`src/verilog/cmbi_pkg.sv`:
```
package cmbi_pkg;

  // ---------------------------------------------------------------------------
  // Widths
  // ---------------------------------------------------------------------------
  localparam int ADDR_W     = 15;
  localparam int LOW_ADDR_W = 13;
  localparam int DATA_W     = 8;
  localparam int ADDR_B13   = 13;
  localparam int ADDR_B14   = 14;

  // ---------------------------------------------------------------------------
  // Timing
  // ---------------------------------------------------------------------------
  // One processor cycle spans three input clock periods.
  localparam logic [1:0] PHASE_FIRST = 2'h0;
  localparam logic [1:0] PHASE_LAST  = 2'h2;
  localparam int CLK_PERIOD_NS  = 100;
  localparam int FAST_ACCESS_NS = 800;
  // Longest time rounds down to whole cycles.
  localparam int FAST_ACCESS_CYC = FAST_ACCESS_NS / CLK_PERIOD_NS;
  localparam logic [3:0] FAST_ACCESS_CNT = 4'(FAST_ACCESS_CYC);
  localparam logic [3:0] WAIT_CNT_MAX    = 4'hF;

  // ---------------------------------------------------------------------------
  // Synchronised pin inputs, bit positions in the bundle
  // ---------------------------------------------------------------------------
  localparam int SYNC_W       = 14;
  localparam int SYNC_ACK     = 0;
  localparam int SYNC_INTERRUPT_REQUEST  = 1;
  localparam int SYNC_PAUSE   = 2;
  localparam int SYNC_SENSE   = 3;
  localparam int SYNC_ADDRESS_DRIVE_ENABLE_B = 4;
  localparam int SYNC_DBEN_B  = 5;
  localparam int SYNC_DATA    = 6;

  // ---------------------------------------------------------------------------
  // Upper status byte fields and reset value
  // ---------------------------------------------------------------------------
  localparam int STAT_INHIBIT = 5;
  localparam int STAT_FLAG    = 6;
  localparam int STAT_SENSE   = 7;
  localparam logic [7:0] STAT_RESET = 8'h00;

  // Address used by the interrupt vector fetch.
  localparam logic [14:0] VECTOR_ADDR = 15'h0000;

  // ---------------------------------------------------------------------------
  // Bus sequencer states
  // ---------------------------------------------------------------------------
  typedef enum logic [2:0] {
    ST_IDLE,
    ST_SETUP,
    ST_REQ,
    ST_RELEASE,
    ST_PAUSE
  } cmbi_state_t;

endpackage

```
`src/verilog/cmbi_sync_if.sv`:
```
`timescale 1ns/100ps

// Raw pin levels in, two-stage synchronised levels out.
interface cmbi_sync_if;
  logic [cmbi_pkg::SYNC_W-1:0] raw;
  logic [cmbi_pkg::SYNC_W-1:0] synced;

  modport user (output raw, input synced);
  modport sync (input raw, output synced);
endinterface

```
`src/verilog/cmbi_bus_unit.sv`:
```
`timescale 1ns/100ps

module cmbi_bus_unit (
  input  wire logic        ref_clk_i,
  input  wire logic        rst_b_i,
  // Core side
  input  wire logic        core_req_valid_i,
  output logic             core_req_ready_o,
  input  wire logic        core_req_is_io_i,
  input  wire logic        core_req_write_i,
  input  wire logic [14:0] core_req_addr_i,
  input  wire logic [7:0]  core_req_wdata_i,
  input  wire logic        core_req_io_ext_i,
  input  wire logic        core_req_io_data_i,
  input  wire logic        core_instr_end_i,
  output logic             core_resp_valid_o,
  output logic [7:0]       core_rdata_o,
  output logic             core_int_enter_o,
  output logic [7:0]       core_int_vector_o,
  input  wire logic        core_status_wr_i,
  input  wire logic [7:0]  core_status_wdata_i,
  output logic [7:0]       core_status_o,
  output logic             slow_access_o,
  // Pins
  output logic [12:0]      low_address_lines_o,
  output logic             low_address_lines_oe_b_o,
  output logic             addr_bit13_or_extended_sel_o,
  output logic             addr_bit14_or_data_control_sel_o,
  input  wire logic        address_drive_enable_b_i,
  input  wire logic [7:0]  data_lines_i,
  output logic [7:0]       data_lines_o,
  output logic             data_lines_oe_b_o,
  input  wire logic        data_drive_enable_b_i,
  output logic             operation_request_o,
  input  wire logic        operation_acknowledge_i,
  output logic             memory_io_sel_o,
  output logic             read_write_o,
  output logic             write_strobe_o,
  input  wire logic        sense_i,
  output logic             flag_o,
  input  wire logic        interrupt_request_i,
  output logic             interrupt_acknowledge_o,
  input  wire logic        pause_i,
  output logic             run_wait_o
);

  // ---------------------------------------------------------------------------
  // Decoding helpers
  // ---------------------------------------------------------------------------
  // Upper address pins carry an address bit for memory, a qualifier for I/O.
  function automatic logic upper_pin(input logic is_io, input logic abit, input logic qual);
    upper_pin = is_io ? qual : abit;
  endfunction

  // ---------------------------------------------------------------------------
  // Pin synchronisers
  // ---------------------------------------------------------------------------
  cmbi_sync_if sync_bus ();

  assign sync_bus.raw = {data_lines_i, data_drive_enable_b_i, address_drive_enable_b_i,
                         sense_i, pause_i, interrupt_request_i, operation_acknowledge_i};

  cmbi_sync u_sync (
    .ref_clk_i (ref_clk_i),
    .rst_b_i   (rst_b_i),
    .bus       (sync_bus.sync)
  );

  wire       ack_s     = sync_bus.synced[cmbi_pkg::SYNC_ACK];
  wire       interrupt_request_s  = sync_bus.synced[cmbi_pkg::SYNC_INTERRUPT_REQUEST];
  wire       pause_s   = sync_bus.synced[cmbi_pkg::SYNC_PAUSE];
  wire       sense_s   = sync_bus.synced[cmbi_pkg::SYNC_SENSE];
  wire       address_drive_enable_b_s = sync_bus.synced[cmbi_pkg::SYNC_ADDRESS_DRIVE_ENABLE_B];
  wire       dben_b_s  = sync_bus.synced[cmbi_pkg::SYNC_DBEN_B];
  wire [7:0] data_s    = sync_bus.synced[cmbi_pkg::SYNC_DATA +: cmbi_pkg::DATA_W];

  // ---------------------------------------------------------------------------
  // State
  // ---------------------------------------------------------------------------
  cmbi_pkg::cmbi_state_t state;
  cmbi_pkg::cmbi_state_t next_state;

  logic [1:0]  phase;
  logic        at_boundary;
  logic [7:0]  status;
  logic [14:0] cur_addr;
  logic [7:0]  cur_wdata;
  logic        cur_is_io;
  logic        cur_write;
  logic        cur_ext;
  logic        cur_data;
  logic        cur_int;
  logic [3:0]  wait_cnt;
  logic        req_q;
  logic        strobe_q;
  logic        resp_q;
  logic        int_enter_q;
  logic        slow_q;
  logic [7:0]  rdata_q;
  logic [7:0]  vector_q;

  // ---------------------------------------------------------------------------
  // Sequencer decisions
  // ---------------------------------------------------------------------------
  // Processor cycles open only on the last phase of three.
  // three clock phases
  wire cycle_edge = (phase == cmbi_pkg::PHASE_LAST);

  wire inhibit = status[cmbi_pkg::STAT_INHIBIT];

  wire int_take = at_boundary && interrupt_request_s && !inhibit && !pause_s;

  wire pause_take = at_boundary && pause_s;

  wire idle_free = (state == cmbi_pkg::ST_IDLE) && cycle_edge;

  assign core_req_ready_o = idle_free && !int_take && !pause_take;

  wire core_start = core_req_ready_o && core_req_valid_i;
  wire int_start  = idle_free && int_take;

  wire ack_done = (state == cmbi_pkg::ST_REQ) && ack_s;

  // Next state selection.
  always_comb begin
    next_state = state;
    unique case (state)
      cmbi_pkg::ST_IDLE: begin
        if (idle_free && pause_take) begin
          next_state = cmbi_pkg::ST_PAUSE;
        end else if (int_start || core_start) begin
          next_state = cmbi_pkg::ST_SETUP;
        end
      end
      cmbi_pkg::ST_SETUP: begin
        next_state = cmbi_pkg::ST_REQ;
      end
      cmbi_pkg::ST_REQ: begin
        if (ack_s) begin
          next_state = cmbi_pkg::ST_RELEASE;
        end
      end
      cmbi_pkg::ST_RELEASE: begin
        if (!ack_s) begin
          next_state = cmbi_pkg::ST_IDLE;
        end
      end
      cmbi_pkg::ST_PAUSE: begin
        if (!pause_s) begin
          next_state = cmbi_pkg::ST_IDLE;
        end
      end
    endcase
  end

  always_ff @(posedge ref_clk_i or negedge rst_b_i) begin
    if (!rst_b_i) begin
      state <= cmbi_pkg::ST_IDLE;
    end else begin
      state <= next_state;
    end
  end

  // one clock drives the phase counter
  always_ff @(posedge ref_clk_i or negedge rst_b_i) begin
    if (!rst_b_i) begin
      phase <= cmbi_pkg::PHASE_FIRST;
    end else if (cycle_edge) begin
      phase <= cmbi_pkg::PHASE_FIRST;
    end else begin
      phase <= phase + 2'h1;
    end
  end

  // Instruction boundary flag; a new end wins over the clear by a start.
  always_ff @(posedge ref_clk_i or negedge rst_b_i) begin
    if (!rst_b_i) begin
      at_boundary <= 1'b1;
    end else if (core_instr_end_i) begin
      at_boundary <= 1'b1;
    end else if (core_start) begin
      at_boundary <= 1'b0;
    end
  end

  // ---------------------------------------------------------------------------
  // Upper status byte
  // ---------------------------------------------------------------------------
  // entry sets inhibit, and the set wins over a core write
  wire next_inhibit = (core_status_wr_i ? core_status_wdata_i[cmbi_pkg::STAT_INHIBIT] : inhibit)
                      | int_start;

  always_ff @(posedge ref_clk_i or negedge rst_b_i) begin
    if (!rst_b_i) begin
      status <= cmbi_pkg::STAT_RESET;
    end else begin
      if (core_status_wr_i) begin
        status <= core_status_wdata_i;
      end
      status[cmbi_pkg::STAT_INHIBIT] <= next_inhibit;
    end
  end

  // sense shows in the top status bit
  // sense read apart from the handshake
  assign core_status_o = {sense_s, status[cmbi_pkg::STAT_FLAG:0]};

  // flag driven straight from its latch
  assign flag_o = status[cmbi_pkg::STAT_FLAG];

  // ---------------------------------------------------------------------------
  // Captured operation
  // ---------------------------------------------------------------------------
  // operation fields held until the next operation starts
  always_ff @(posedge ref_clk_i or negedge rst_b_i) begin
    if (!rst_b_i) begin
      cur_addr  <= 15'h0000;
      cur_wdata <= 8'h00;
      cur_is_io <= 1'b0;
      cur_write <= 1'b0;
      cur_ext   <= 1'b0;
      cur_data  <= 1'b0;
      cur_int   <= 1'b0;
    end else if (int_start) begin
      cur_addr  <= cmbi_pkg::VECTOR_ADDR;
      cur_wdata <= 8'h00;
      cur_is_io <= 1'b0;
      cur_write <= 1'b0;
      cur_ext   <= 1'b0;
      cur_data  <= 1'b0;
      cur_int   <= 1'b1;
    end else if (core_start) begin
      cur_addr  <= core_req_addr_i;
      cur_wdata <= core_req_wdata_i;
      cur_is_io <= core_req_is_io_i;
      cur_write <= core_req_write_i;
      cur_ext   <= core_req_io_ext_i;
      cur_data  <= core_req_io_data_i;
      cur_int   <= 1'b0;
    end
  end

  // ---------------------------------------------------------------------------
  // Handshake outputs
  // ---------------------------------------------------------------------------
  // Request rises a clock after address and type settle, drops on acknowledge.
  always_ff @(posedge ref_clk_i or negedge rst_b_i) begin
    if (!rst_b_i) begin
      req_q    <= 1'b0;
      strobe_q <= 1'b0;
    end else begin
      req_q    <= (next_state == cmbi_pkg::ST_REQ);
      strobe_q <= (state == cmbi_pkg::ST_REQ) && (next_state == cmbi_pkg::ST_REQ) && cur_write;
    end
  end

  assign operation_request_o = req_q;
  assign write_strobe_o      = strobe_q;

  // acknowledge shown for the vector fetch
  assign interrupt_acknowledge_o = cur_int && (state != cmbi_pkg::ST_IDLE);

  assign memory_io_sel_o = !cur_is_io;

  assign read_write_o = cur_write;

  // ---------------------------------------------------------------------------
  // Address pins
  // ---------------------------------------------------------------------------
  // low address with external enable
  // device address sits in the low byte
  assign low_address_lines_o      = cur_addr[cmbi_pkg::LOW_ADDR_W-1:0];
  assign low_address_lines_oe_b_o = address_drive_enable_b_s;

  assign addr_bit13_or_extended_sel_o =
    upper_pin(cur_is_io, cur_addr[cmbi_pkg::ADDR_B13], cur_ext);

  assign addr_bit14_or_data_control_sel_o =
    upper_pin(cur_is_io, cur_addr[cmbi_pkg::ADDR_B14], cur_data);

  // ---------------------------------------------------------------------------
  // Data pins
  // ---------------------------------------------------------------------------
  // data drivers need a write and the enable
  wire drive_data = cur_write && (state == cmbi_pkg::ST_SETUP || state == cmbi_pkg::ST_REQ);

  assign data_lines_o      = cur_wdata;
  assign data_lines_oe_b_o = !(drive_data && !dben_b_s);

  // ---------------------------------------------------------------------------
  // Read data, vector capture and access timing
  // ---------------------------------------------------------------------------
  // acknowledge completes the transfer
  always_ff @(posedge ref_clk_i or negedge rst_b_i) begin
    if (!rst_b_i) begin
      resp_q      <= 1'b0;
      int_enter_q <= 1'b0;
      rdata_q     <= 8'h00;
      vector_q    <= 8'h00;
    end else begin
      resp_q      <= ack_done && !cur_int;
      int_enter_q <= ack_done && cur_int;
      if (ack_done && !cur_int) begin
        rdata_q <= data_s;
      end
      // vector taken for a zero-relative call
      if (ack_done && cur_int) begin
        vector_q <= data_s;
      end
    end
  end

  assign core_resp_valid_o = resp_q;
  assign core_rdata_o      = rdata_q;
  assign core_int_enter_o  = int_enter_q;
  assign core_int_vector_o = vector_q;

  // mark accesses slower than the fast budget
  always_ff @(posedge ref_clk_i or negedge rst_b_i) begin
    if (!rst_b_i) begin
      wait_cnt <= 4'h0;
      slow_q   <= 1'b0;
    end else begin
      if (state == cmbi_pkg::ST_IDLE) begin
        wait_cnt <= 4'h0;
      end else if (state == cmbi_pkg::ST_REQ && wait_cnt != cmbi_pkg::WAIT_CNT_MAX) begin
        wait_cnt <= wait_cnt + 4'h1;
      end
      slow_q <= ack_done && (wait_cnt >= cmbi_pkg::FAST_ACCESS_CNT);
    end
  end

  assign slow_access_o = slow_q;

  // ---------------------------------------------------------------------------
  // Run/wait status
  // ---------------------------------------------------------------------------
  // waiting while paused
  assign run_wait_o = (state != cmbi_pkg::ST_PAUSE);

endmodule

```
`src/verilog/cmbi_sync.sv`:
```
`timescale 1ns/100ps

module cmbi_sync (
  input  wire logic ref_clk_i,
  input  wire logic rst_b_i,
  cmbi_sync_if.sync bus
);

  // ---------------------------------------------------------------------------
  // Two flip-flop synchroniser per pin
  // ---------------------------------------------------------------------------
  genvar g;
  generate
    for (g = 0; g < cmbi_pkg::SYNC_W; g++) begin : g_bit
      logic meta;
      logic stable;

      // The first stage is read only by the second stage.
      always_ff @(posedge ref_clk_i or negedge rst_b_i) begin
        if (!rst_b_i) begin
          meta   <= 1'b0;
          stable <= 1'b0;
        end else begin
          meta   <= bus.raw[g];
          stable <= meta;
        end
      end

      assign bus.synced[g] = stable;
    end
  endgenerate

endmodule

```
`config.mk`:
```
export PLATFORM = sky130hd
export DESIGN_NAME = cmbi_bus_unit
export DESIGN_NICKNAME = d
export VERILOG_FILES = /design/src/verilog/cmbi_pkg.sv /design/src/verilog/cmbi_sync_if.sv /design/src/verilog/cmbi_bus_unit.sv /design/src/verilog/cmbi_sync.sv
export SDC_FILE = /design/constraint.sdc
export NUM_CORES = 1
export LEC_CHECK = 0
export ABC_CLOCK_PERIOD_IN_PS = 4400
export BUFFER_PORTS_ARGS = -buffer_cell sky130_fd_sc_hd__clkbuf_2
export CAP_MARGIN = 20
export CORE_ASPECT_RATIO = 0.9
export CORE_MARGIN = 8
export CORE_UTILIZATION = 53
export CTS_CLUSTER_DIAMETER = 40
export CTS_CLUSTER_SIZE = 12
export DETAILED_ROUTE_END_ITERATION = 16
export GPL_ROUTABILITY_DRIVEN = 0
export PLACE_DENSITY_LB_ADDON = 0.25
export SETUP_SLACK_MARGIN = 0.2
export SYNTH_ARGS = -nofsm -noshare
export SYNTH_HDL_FRONTEND = slang
export SYNTH_HIERARCHICAL = 1
export SYNTH_SLANG_ARGS = --single-unit
```
`constraint.sdc`:
```
create_clock -name ref_clk_i -period 4.4 [get_ports ref_clk_i]
set_clock_uncertainty 0.2 [all_clocks]
set_input_delay 1.1 -clock ref_clk_i [delete_from_list [all_inputs] [get_ports ref_clk_i]]
set_output_delay 1.1 -clock ref_clk_i [all_outputs]
set_load 0.05 [all_outputs]
```
* Word-level counts from Yosys, hierarchy flattened *
Index checks and enable logic that the tools add are counted.

word-level totals
  bits in registers = 94
  input bits = 54
  output and inout port bits = 60
  word-level logic and storage cells = 122

operators by class
  add/sub/neg operators = 2
  order comparisons = 1
  eq/ne operators = 8
  multiplexer cells = 27
  bitwise logic cells = 1
  reduce and logical (&&, ||, !) cells = 35

operators by type and width
  cell                                                      count
  two-way mux 15 bit                                        2
  logical AND 1 bit                                         20
  two-way mux 8 bit                                         2
  two-way mux 3 bit                                         5
  case mux 3 bit (5 select lines)                           1
  two-way mux 1 bit                                         14
  equality test 3 x 2 -> 1 bit, second input constant       3
  zero test 1 bit                                           8
  two-way mux 4 bit                                         2
  nonzero test 2 bit                                        3
  adder 4 x 1 -> 4 bit, second input constant               1
  greater-or-equal comparator 4 bit, second input constant  1
  != test 4 bit, second input constant                      1
  equality test 3 x 1 -> 1 bit, second input constant       1
  equality test 3 bit, second input constant                1
  zero test 3 bit                                           1
  != test 3 bit, second input constant                      1
  nonzero test 3 bit                                        1
  adder 2 x 1 -> 2 bit, second input constant               1
  equality test 2 bit, second input constant                1
  logical OR 1 bit                                          2
  two-way mux 2 bit                                         1
  OR 1 bit                                                  1

* Logic depth before layout (Yosys ltp) *
Gate-level depths: netlist (run 1).

  depth in word-level cells = 14
  gate-level depth with buffers = 7
  depth with buffers taken out = 5

* Cells and area by module *
Netlist (run 1), hierarchy kept.

by module, submodules not included
  module         times used  cells an instance  area an instance (um^2)
  cmbi_bus_unit  1           202                2,735.1
  cmbi_sync      1           42                 805.8

* Worst setup path before layout (run 1) *
No wires, ideal clock.

  path type = register -> output
  start = register state[1]
  end = output port interrupt_acknowledge_o
  arrival = 1.407 ns
  required time = 3.100 ns
  slack = 1.693 ns
  cell stages (with the launch flop) = 4
  buffers on the path = 1
  cells stage by stage = dfrtp_1 > buf_2 > nor3_1 > nor2b_1

on the way
  word-level cells in the longest chain between the ends = 2

RTL lines
  item                    line                  source
  from (decl)             cmbi_bus_unit.sv:80   cmbi_pkg::cmbi_state_t state;
  from (signal assigned)  cmbi_bus_unit.sv:158  state <= cmbi_pkg::ST_IDLE;
  from (signal assigned)  cmbi_bus_unit.sv:160  state <= next_state;
  nonzero test 3 bit      cmbi_bus_unit.sv:261  assign interrupt_acknowledge_o = cur_int && (state != cmbi_pkg::ST_IDLE);
  logical AND 1 bit       cmbi_bus_unit.sv:261
  to (decl)               cmbi_bus_unit.sv:42   output logic interrupt_acknowledge_o,

No other way between the ends.

* Worst setup path after layout (run 1) *
  start = register state[1]
  end = output port core_req_ready_o

on the way
  word-level cells in the longest chain between the ends = 4

RTL lines
  item                            line                  source
  zero test 3 bit                 cmbi_bus_unit.sv:115  wire idle_free = (state == cmbi_pkg::ST_IDLE) && cycle_edge;
  logical AND 1 bit               cmbi_bus_unit.sv:115
  logical AND 1 bit (2 in a row)  cmbi_bus_unit.sv:117  assign core_req_ready_o = idle_free && !int_take && !pause_take;
  to (decl)                       cmbi_bus_unit.sv:8    output logic core_req_ready_o,

No other way between the ends.

==> results of run 1 <==
cell type report:
class / count / area [um2]
Clock buffer: 10 / 127.6
Clock inverter: 5 / 37.54
Fill cell: 539 / 2396
Inverter: 7 / 26.28
Multi-Input combinational cell: 106 / 884.6
Sequential cell: 94 / 2354
Tap cell: 90 / 112.6
Timing Repair Buffer: 114 / 578.1
synth_stat cells (all sizes together), types with 2 or more instances:
library cell  instances  share of area
nor4b                 2         0.0092
nor3                  2         0.0028
buf                  34          0.075
a22o                 27          0.067
o21ai                 2         0.0028
ha                    2         0.0071
nor2                 12          0.014
nand2                 2         0.0028
nor2b                 4         0.0071
xor2                  2         0.0049
inv                   7         0.0074
a21oi                 3         0.0042
mux2                 26          0.083
nand3                 5         0.0071
nand4                 2         0.0035
dfrtp                93           0.66
clkbuf                3         0.0032
cell usage in the layout (no fill, tap or decap), drive strengths merged, types with 2 or more instances in the layout:
cell type and instances:
nand3 5, clkbuf 121, nand4 2, nor3 2, ha 2, a21oi 3
clkinvlp 2, clkinv 3, xor2 2, a22o 27, mux2 26, nor2b 4
nand2 2, nor4b 2, o21ai 2, buf 3, inv 7, nor2 12
dfrtp 93
through the flow:
step           instances  hold WS [ns]  setup WS [ns]
6_report             426        0.1521          1.247
5_1_grt              426        0.1587          1.126
4_1_cts              426        0.1541          1.224
3_5_place_dp         411        0.1347          1.620
3_3_place_gp         411        0.1320          1.642
2_1_floorplan        244        0.1312          1.693
final timing paths:
| path | startpoint | endpoint | slack [ns] | cells after the start |
|---|---|---|---|---|
| setup reg to reg | state[1] | data_lines_o[1] | 1.90 | 4 |
| hold reg to reg | u_sync/g_bit[4].meta | u_sync/g_bit[4].stable | 0.15 | 0 |
| max in group asynchronous | rst_b_i | cur_ext | 2.69 | 2 |
| min in group asynchronous | rst_b_i | core_int_vector_o[4] | 0.48 | 1 |
| setup / recovery | state[1] | core_req_ready_o | 1.25 | 4 |
| hold / removal | u_sync/g_bit[4].meta | u_sync/g_bit[4].stable | 0.15 | 0 |
where the power goes:
group / internal, W / leakage [nW] / switching (W) / total [W]
registers: 0.00106 / 1.17 / 0.000151 / 0.00121
logic: 0.000300 / 0.890 / 0.000778 / 0.00108
clock network: 0.000203 / 0.0783 / 0.000282 / 0.000485
total: 0.00156 / 2.14 / 0.00121 / 0.00277
flip-flops by register name, summed over array words and instances, names as in the netlist, 3 cells and up:
name	flops
core_int_vector_o	8
core_rdata_o	8
cur_addr	15
data_lines_o	8
state	3
status	7
u_sync/g_bit.meta	14
u_sync/g_bit.stable	14
wait_cnt	4
kinds of logic after synthesis:
kind of cell,after synthesis,synth area share
DFF,94,0.6647
buffers and inverters,44,0.08551
AOI/OAI and AO/OA,38,0.08834
and+or+nand+nor,36,0.06149
muxes,27,0.08551
xor gates and xnor gates,3,0.007422
adders and majority gates,2,0.007066
routing by layer:
layer | wire length, um | vias to the layer above | share of wire
met2 | 3024 | 87 | 0.44
met5 | 0 | - | 0
met4 | 102 | 0 | 0.015
li1 | - | 998 | -
met1 | 3102 | 1011 | 0.45
met3 | 628 | 8 | 0.092
worst max-delay path: cells and delay by family (launching register included):
family	cells	cell delay, ns
DFF	1	0.55
and+or+nand+nor	3	0.68
buffers and inverters	1	0.28
==> results.sh, run 1 <==
export IMPL_gate_count_post_synth=244
export IMPL_area_of_all_placed_cells_without_fillers_um2=4120
export IMPL_powerDensity_nw_per_um2=672.6
export IMPL_crit_path_end_kind="output pin"
export IMPL_grt_use_met2=0.2142
export IMPL_max_freq_mhz=317.1
export IMPL_io_buffer_count=112
export IMPL_worstPathRequired_ns=3.10
export IMPL_clkTransAtPathRegs_ns=0.08
export IMPL_final_core_utilization=0.6323
export IMPL_min_delay_path_class="flop to flop"
export IMPL_run_status="finished clean"
export IMPL_drt_iter0_markers=61
export IMPL_holdBufCountCts=0
export IMPL_syn_avg_cell_area_um2=14.51
export IMPL_cts_setup_buffers=0
export IMPL_cp_max_fo=13
export IMPL_warnings_from_yosys=6
export IMPL_setup_violations_final=0
export IMPL_gr_usage_total=0.1514
export IMPL_vias_per_cell=4.939
export IMPL_maxCapViolCount=0
export IMPL_timing_setup_critical_path_class="flop to output pin"
export IMPL_die_height_um=93.54
export IMPL_critical_path_startpoint_type="flop"
export IMPL_routed_length_per_placed_instance_um=16.10
export IMPL_floorplan_rows=28
export IMPL_clk_root_buffer_cell="sky130_fd_sc_hd__clkbuf_8"
export IMPL_power_leakage_nw=2.137
export IMPL_slew_hr=0.3121
export IMPL_antenna_diode_count=0
export IMPL_finalHoldViolCount=0
export IMPL_drtPass1Iterations=4
export IMPL_tritoncts_num_buffers=9
export IMPL_place_hpwl_um=4915
export IMPL_post_synth_instance_area_um2=3541
export IMPL_starting_density_of_the_core=0.5434
export IMPL_io_pin_count=114
export IMPL_max_clock_path_buffers=2
export IMPL_fin_setup_tns_ns=0
export IMPL_clock_latency_late_sink_ns=0.34
export IMPL_nNetsFinal=388
export IMPL_final_period_utilization=0.7167
export IMPL_cts_tree="built"
export IMPL_postRouteAntennaNets=0
export IMPL_synth_main_ff_cell="sky130_fd_sc_hd__dfrtp_1"
export IMPL_routed_via_count=2104
export IMPL_drc=0
export IMPL_synth_yosys_seq_area_share=0.6647
export IMPL_final_max_slew_violation_count=0
export IMPL_post_route_min_period_ns=3.153
export IMPL_ys_seq_elements=94
export IMPL_layout_drive_gt1_share=0.4762
export IMPL_synth_enable_flop_cells=0
export IMPL_net_count_after_synthesis=300
export IMPL_fp_coreArea_um2=6516
export IMPL_grt_overflow=0
export IMPL_layout_area_overhead_vs_synth_pct=16.36
export IMPL_vdd_ir_drop_worst_uv=310.5
export IMPL_netlist_cell_type_count=38
export IMPL_cts_sinks=94
export IMPL_via_count_of_the_first_global_routing_pass=2266
export IMPL_grt_pass1_wl_um=10870
export IMPL_worst_slew_pin_transition_ns=1.032
export IMPL_die_area_um2=9556
export IMPL_cpPeakStageDelay_ns=0.55
export IMPL_async_flop_share=1.000
export IMPL_die_width_um=102.2
export IMPL_wl_um=6858
export IMPL_unrepaired_setup_endpoints_after_global_routing="false"
export IMPL_timing_critical_path_cells="nor4b_4 > and2b_2 > and2_1 > clkbuf_2"
export IMPL_finalPower_w=0.002771
export IMPL_slowest_stage="sky130_fd_sc_hd__dfrtp_1"
export IMPL_grt_antenna_before_repair=0
export IMPL_placement_cell_area_um2=3955
export IMPL_groute_layer_met3_usage=0.06088
export IMPL_grt_util_met1=0.1976
export IMPL_cts_htree_levels=3
export IMPL_maximum_number_of_pins_on_one_net_before_global_route_repair=40
export IMPL_cts_repair_resize_count=0
export IMPL_worstPathArrival_ns=1.85
export IMPL_grt_busiest_layer="met2"
No activity file was read; power rests on OpenSTA's default activity.
==> run 2, diff against run 1 <==
- ABC_CLOCK_PERIOD_IN_PS: 4400 -> 2700
- CORE_UTILIZATION: 53 -> 45
- clock period: 4.4 -> 2.7 ns (I/O delays scaled with it)
==> results.sh, run 2 (same netlist as run 1, synthesis figures left out) <==
export IMPL_run_status="finished clean"
export IMPL_grt_util_met1=0.1692
export IMPL_io_buffer_count=112
export IMPL_vias_per_cell=4.845
export IMPL_largest_register="cur_addr"
export IMPL_wl_um=6882
export IMPL_final_period_utilization=0.9197
export IMPL_clk_root_buffer_cell="sky130_fd_sc_hd__clkbuf_8"
export IMPL_relative_contribution_of_sequential_cells_to_total_power=0.409
export IMPL_layout_drive_gt1_share=0.5029
export IMPL_post_route_min_period_ns=2.483
export IMPL_cts_tree="built"
export IMPL_clock_latency_late_sink_ns=0.35
export IMPL_unrepaired_setup_endpoints_after_global_routing="true"
export IMPL_timing_critical_path_cells="nor4b_4 > and2b_2 > and2_4 > buf_8"
export IMPL_nNetsFinal=395
export IMPL_max_freq_mhz=402.7
export IMPL_layout_cells_most_common="sky130_fd_sc_hd__clkbuf_2"
export IMPL_mostFrequentLayoutCells="sky130_fd_sc_hd__clkbuf_2 (109), sky130_fd_sc_hd__dfrtp_1 (90), sky130_fd_sc_hd__a22o_1 (27)"
export IMPL_cpPeakStageDelay_ns=0.44
export IMPL_slowest_stage="sky130_fd_sc_hd__dfrtp_2"
export IMPL_postRouteAntennaNets=0
export IMPL_power_net_switching_w=0.002029
export IMPL_setup_violations_final=0
export IMPL_maximum_number_of_pins_on_one_net_before_global_route_repair=43
export IMPL_cp_num_buf_inv=1
export IMPL_worstPathArrival_ns=1.61
export IMPL_groute_layer_met3_usage=0.06726
export IMPL_pwr_share_clk=0.206
export IMPL_routed_via_count=2132
export IMPL_drtPass1Iterations=4
export IMPL_tritoncts_num_buffers=9
export IMPL_worstPathRequired_ns=1.82
export IMPL_drc=0
export IMPL_place_hpwl_um=5000
export IMPL_number_of_flip_flops_under_the_largest_register_name=15
export IMPL_vdd_ir_drop_worst_uv=599.2
export IMPL_cp_max_fo=3
export IMPL_final_max_slew_violation_count=0
export IMPL_power_leakage_nw=2.203
export IMPL_reg_largest_list="cur_addr: 15 flops, u_sync/g_bit.meta: 14 flops, u_sync/g_bit.stable: 14 flops"
export IMPL_max_clock_path_buffers=2
export IMPL_powerDensity_nw_per_um2=1115
export IMPL_gr_usage_total=0.1274
export IMPL_via_count_of_the_first_global_routing_pass=2271
export IMPL_grt_use_met2=0.1719
export IMPL_whs_ns=0.06565
export IMPL_fin_setup_tns_ns=0
export IMPL_reg2reg_setup_slack_ns=0.69
export IMPL_worst_slew_pin_transition_ns=0.5604
export IMPL_clkTransAtPathRegs_ns=0.10
export IMPL_layout_area_overhead_vs_synth_pct=20.32
export IMPL_grt_overflow=0
export IMPL_antenna_diode_count=0
export IMPL_drt_iter0_markers=58
export IMPL_timing_setup_critical_path_class="flop to output pin"
export IMPL_cts_htree_levels=3
export IMPL_grt_antenna_before_repair=0
export IMPL_comb_power_share=0.385
export IMPL_grt_busiest_layer="met2"
export IMPL_routed_length_per_placed_instance_um=15.64
export IMPL_maxCapViolCount=0
export IMPL_fp_coreArea_um2=7582
export IMPL_die_area_um2=10970
export IMPL_die_width_um=109.5
export IMPL_starting_density_of_the_core=0.4670
export IMPL_finalHoldViolCount=0
export IMPL_p_int_w=0.002723
export IMPL_critical_path_startpoint_type="flop"
export IMPL_grt_pass1_wl_um=10950
export IMPL_critical_path_top_delay_family="simple AND/OR/NAND/NOR gates"
export IMPL_floorplan_rows=30
export IMPL_slew_hr=0.6253
export IMPL_io_pin_count=114
export IMPL_min_delay_path_class="input pin to async pin"
export IMPL_cts_sinks=94
export IMPL_crit_path_end_kind="output pin"
export IMPL_die_height_um=100.2
export IMPL_switching_share=0.4270
==> run 2: metrics by stage <==
step,utilization,cell area (um2),std cells,setup WS (ns),power (W)
final,0.5619,4260,440,0.2169,0.004752
after CTS,0.5592,4240,438,0.1976,0.004802
after detailed placement,0.5272,3998,420,0.3739,0.003794
after global placement,0.5272,3998,420,0.3839,0.003753
after floorplan,-,3541,244,0.4179,0.003423
after global routing,0.5619,4260,440,0.1591,0.004982
==> run 2: repair_timing <==
item,CTS,global route
hold buffers,0,0
pin swaps,0,1
gates resized for setup,5,3
setup endpoints to repair,2,2
gates cloned,0,0
setup buffers,2,2
==> run 2: path summary, 6_finish.rpt <==
| check | from | end | cells after the start |
|---|---|---|---|
| max in group asynchronous | rst_b_i | cur_addr[0] | 2 |
| setup / recovery | state[0] | core_req_ready_o | 4 |
| hold reg to reg | u_sync/g_bit[0].meta | u_sync/g_bit[0].stable | 0 |
| setup reg to reg | state[0] | cur_addr[2] | 5 |
| hold / removal | rst_b_i | wait_cnt[3] | 1 |
| min in group ref_clk_i | u_sync/g_bit[0].meta | u_sync/g_bit[0].stable | 0 |
==> run 2: area by class of cell <==
| class | instances | area (um2) |
|---|---|---|
| fill | 655 | 3322 |
| sequential | 94 | 2357 |
| multi-input combinational | 106 | 887.1 |
| timing repair buffer | 121 | 655.6 |
| clock buffer | 10 | 137.6 |
| tap | 96 | 120.1 |
| clock inverter | 6 | 76.32 |
| inverter | 7 | 26.28 |
==> run 2: power groups by stage <==
stage	Combinational, W	Sequential, W	Clock [W]
finish	0.00183	0.00194	0.000977
global route	0.00193	0.00199	0.00107
CTS	0.00184	0.00195	0.00101
detailed placement	0.00181	0.00198	0
global placement	0.00178	0.00197	0
floorplan	0.000897	0.00253	0
==> run 2: metal layers <==
metal  vias up  share of wire
met5         -              0
met4         0          0.013
met3         9           0.12
met2        86           0.43
met1      1029           0.44
li1       1008              -
==> run 2: worst register-to-register path, stage by stage (launching register included) <==
cell	delay, ns
sky130_fd_sc_hd__dfrtp_2	0.44
sky130_fd_sc_hd__nor4b_4	0.31
sky130_fd_sc_hd__and2b_2	0.21
sky130_fd_sc_hd__buf_4	0.12
sky130_fd_sc_hd__nand2_2	0.29
sky130_fd_sc_hd__a22o_1	0.31
==> run 3, diff against run 2 <==
- CORE_UTILIZATION: 45 -> 25
==> results.sh, run 3 (same netlist as run 1, synthesis figures left out) <==
export IMPL_crit_path_end_kind="output pin"
export IMPL_grt_pass1_wl_um=13170
export IMPL_worstPathRequired_ns=1.82
export IMPL_io_pin_count=114
export IMPL_final_max_slew_violation_count=0
export IMPL_post_layout_nonfiller_instances=538
export IMPL_place_hpwl_um=5625
export IMPL_starting_density_of_the_core=0.2538
export IMPL_via_count_of_the_first_global_routing_pass=2462
export IMPL_relative_contribution_of_sequential_cells_to_total_power=0.371
export IMPL_gr_usage_total=0.09451
export IMPL_timing_setup_critical_path_class="flop to output pin"
export IMPL_powerDensity_nw_per_um2=1149
export IMPL_finalHoldViolCount=0
export IMPL_worst_slew_pin_transition_ns=0.5880
export IMPL_layout_area_overhead_vs_synth_pct=27.14
export IMPL_nNetsFinal=396
export IMPL_drc=0
export IMPL_io_buffer_count=112
export IMPL_placed_cells_incl_taps=520
export IMPL_mostFrequentLayoutCells="sky130_fd_sc_hd__clkbuf_2 (109), sky130_fd_sc_hd__dfrtp_1 (93), sky130_fd_sc_hd__a22o_1 (27)"
export IMPL_die_height_um=128.9
export IMPL_clock_latency_late_sink_ns=0.35
export IMPL_power_net_switching_w=0.002074
export IMPL_postRouteAntennaNets=0
export IMPL_clk_root_buffer_cell="sky130_fd_sc_hd__clkbuf_16"
export IMPL_dp_worst_setup_slack_ns=0.4264
export IMPL_comb_power_share=0.358
export IMPL_p_int_w=0.003098
export IMPL_clkTransAtPathRegs_ns=0.07
export IMPL_max_clock_path_buffers=2
export IMPL_slew_hr=0.6068
export IMPL_cp_max_fo=3
export IMPL_cts_htree_levels=3
export IMPL_vdd_ir_drop_worst_uv=423.8
export IMPL_max_freq_mhz=413.6
export IMPL_drtPass1Iterations=4
export IMPL_unrepaired_setup_endpoints_after_global_routing="true"
export IMPL_grt_antenna_before_repair=0
export IMPL_setup_violations_final=0
export IMPL_post_route_min_period_ns=2.418
export IMPL_antenna_diode_count=0
export IMPL_setup_ws_ns=0.2824
export IMPL_floorplan_rows=41
export IMPL_maximum_number_of_pins_on_one_net_before_global_route_repair=39
export IMPL_worstPathArrival_ns=1.54
export IMPL_drt_iter0_markers=117
export IMPL_switching_share=0.4009
export IMPL_final_period_utilization=0.8954
export IMPL_reg_largest_list="cur_addr: 15 flops, u_sync/g_bit.meta: 14 flops, u_sync/g_bit.stable: 14 flops"
export IMPL_pwr_share_clk=0.271
export IMPL_layout_cells_most_common="sky130_fd_sc_hd__clkbuf_2"
export IMPL_fin_setup_tns_ns=0
export IMPL_die_width_um=141.5
export IMPL_critical_path_startpoint_type="flop"
export IMPL_min_delay_path_class="input pin to async pin"
export IMPL_die_area_um2=18230
export IMPL_routed_via_count=2162
export IMPL_grt_overflow=0
export IMPL_fp_coreArea_um2=13950
export IMPL_final_core_utilization=0.3226
export IMPL_largest_register="cur_addr"
export IMPL_cts_tree="built"
export IMPL_power_leakage_nw=2.270
export IMPL_wl_um=7933
export IMPL_vias_per_cell=4.019
export IMPL_routed_length_per_placed_instance_um=14.75
export IMPL_run_status="finished clean"
export IMPL_maxCapViolCount=0
export IMPL_tritoncts_num_buffers=9
export IMPL_cts_sinks=94
export IMPL_number_of_flip_flops_under_the_largest_register_name=15
export IMPL_layout_drive_gt1_share=0.4957
## run 3: critical path, stage by stage (launching register included)
cell                      delay (ns)
sky130_fd_sc_hd__dfrtp_1        0.41
sky130_fd_sc_hd__nor4b_4        0.31
sky130_fd_sc_hd__and2b_2        0.20
sky130_fd_sc_hd__and2_4         0.15
sky130_fd_sc_hd__buf_8          0.14
## run 3: power by group through the flow
stage	clock network, W	logic, W	registers [W]
floorplan	0	0.000897	0.00253
global placement	0	0.00187	0.00193
detailed placement	0	0.00188	0.00194
CTS	0.00148	0.00189	0.00192
global route	0.00152	0.00197	0.00197
finish	0.00140	0.00185	0.00192
## run 3: worst paths after layout
kind / depth (start not counted) / slack [ns] / start / to
max: 4 / 0.28 / phase[0] / core_req_ready_o
min: 1 / 0.009 / rst_b_i / u_sync/g_bit[3].stable
max reg2reg: 4 / 0.64 / at_boundary / cur_addr[7]
min reg2reg: 0 / 0.15 / u_sync/g_bit[0].meta / u_sync/g_bit[0].stable
max in group asynchronous: 2 / 1.67 / rst_b_i / operation_request_o
min in group ref_clk_i: 0 / 0.15 / u_sync/g_bit[0].meta / u_sync/g_bit[0].stable
## run 3: metrics by stage
stage | hold slack, ns | cell area, um2 | power (W)
after CTS | 0.008623 | 4493 | 0.005284
after floorplan | 0.1312 | 3541 | 0.003423
after detailed placement | 0.1347 | 4141 | 0.003824
after global placement | 0.1328 | 4141 | 0.003801
after global routing | 0.01358 | 4502 | 0.005464
final | 0.008669 | 4502 | 0.005172
## run 3: per-layer routing
layer | global-route usage | part of all wire
met1 | 0.1093 | 0.44
met2 | 0.1487 | 0.47
met3 | 0.04110 | 0.076
met4 | 0.04543 | 0.020
met5 | 0 | 0
## run 3: final cells by class
type                       instances  area (um2)
clock buffer                      10       239.0
tap                              193       241.5
inverter                           7       26.28
sequential                        94        2354
clock inverter                     6       91.34
fill                            1439        9452
multi-input combinational        106       887.1
timing repair buffer             122       663.1
## run 3: repair_timing
action,CTS,global route
hold buffers,0,0
resized for setup,4,2
pin swaps,1,1
setup buffers,1,1
endpoints found under the setup margin,2,2
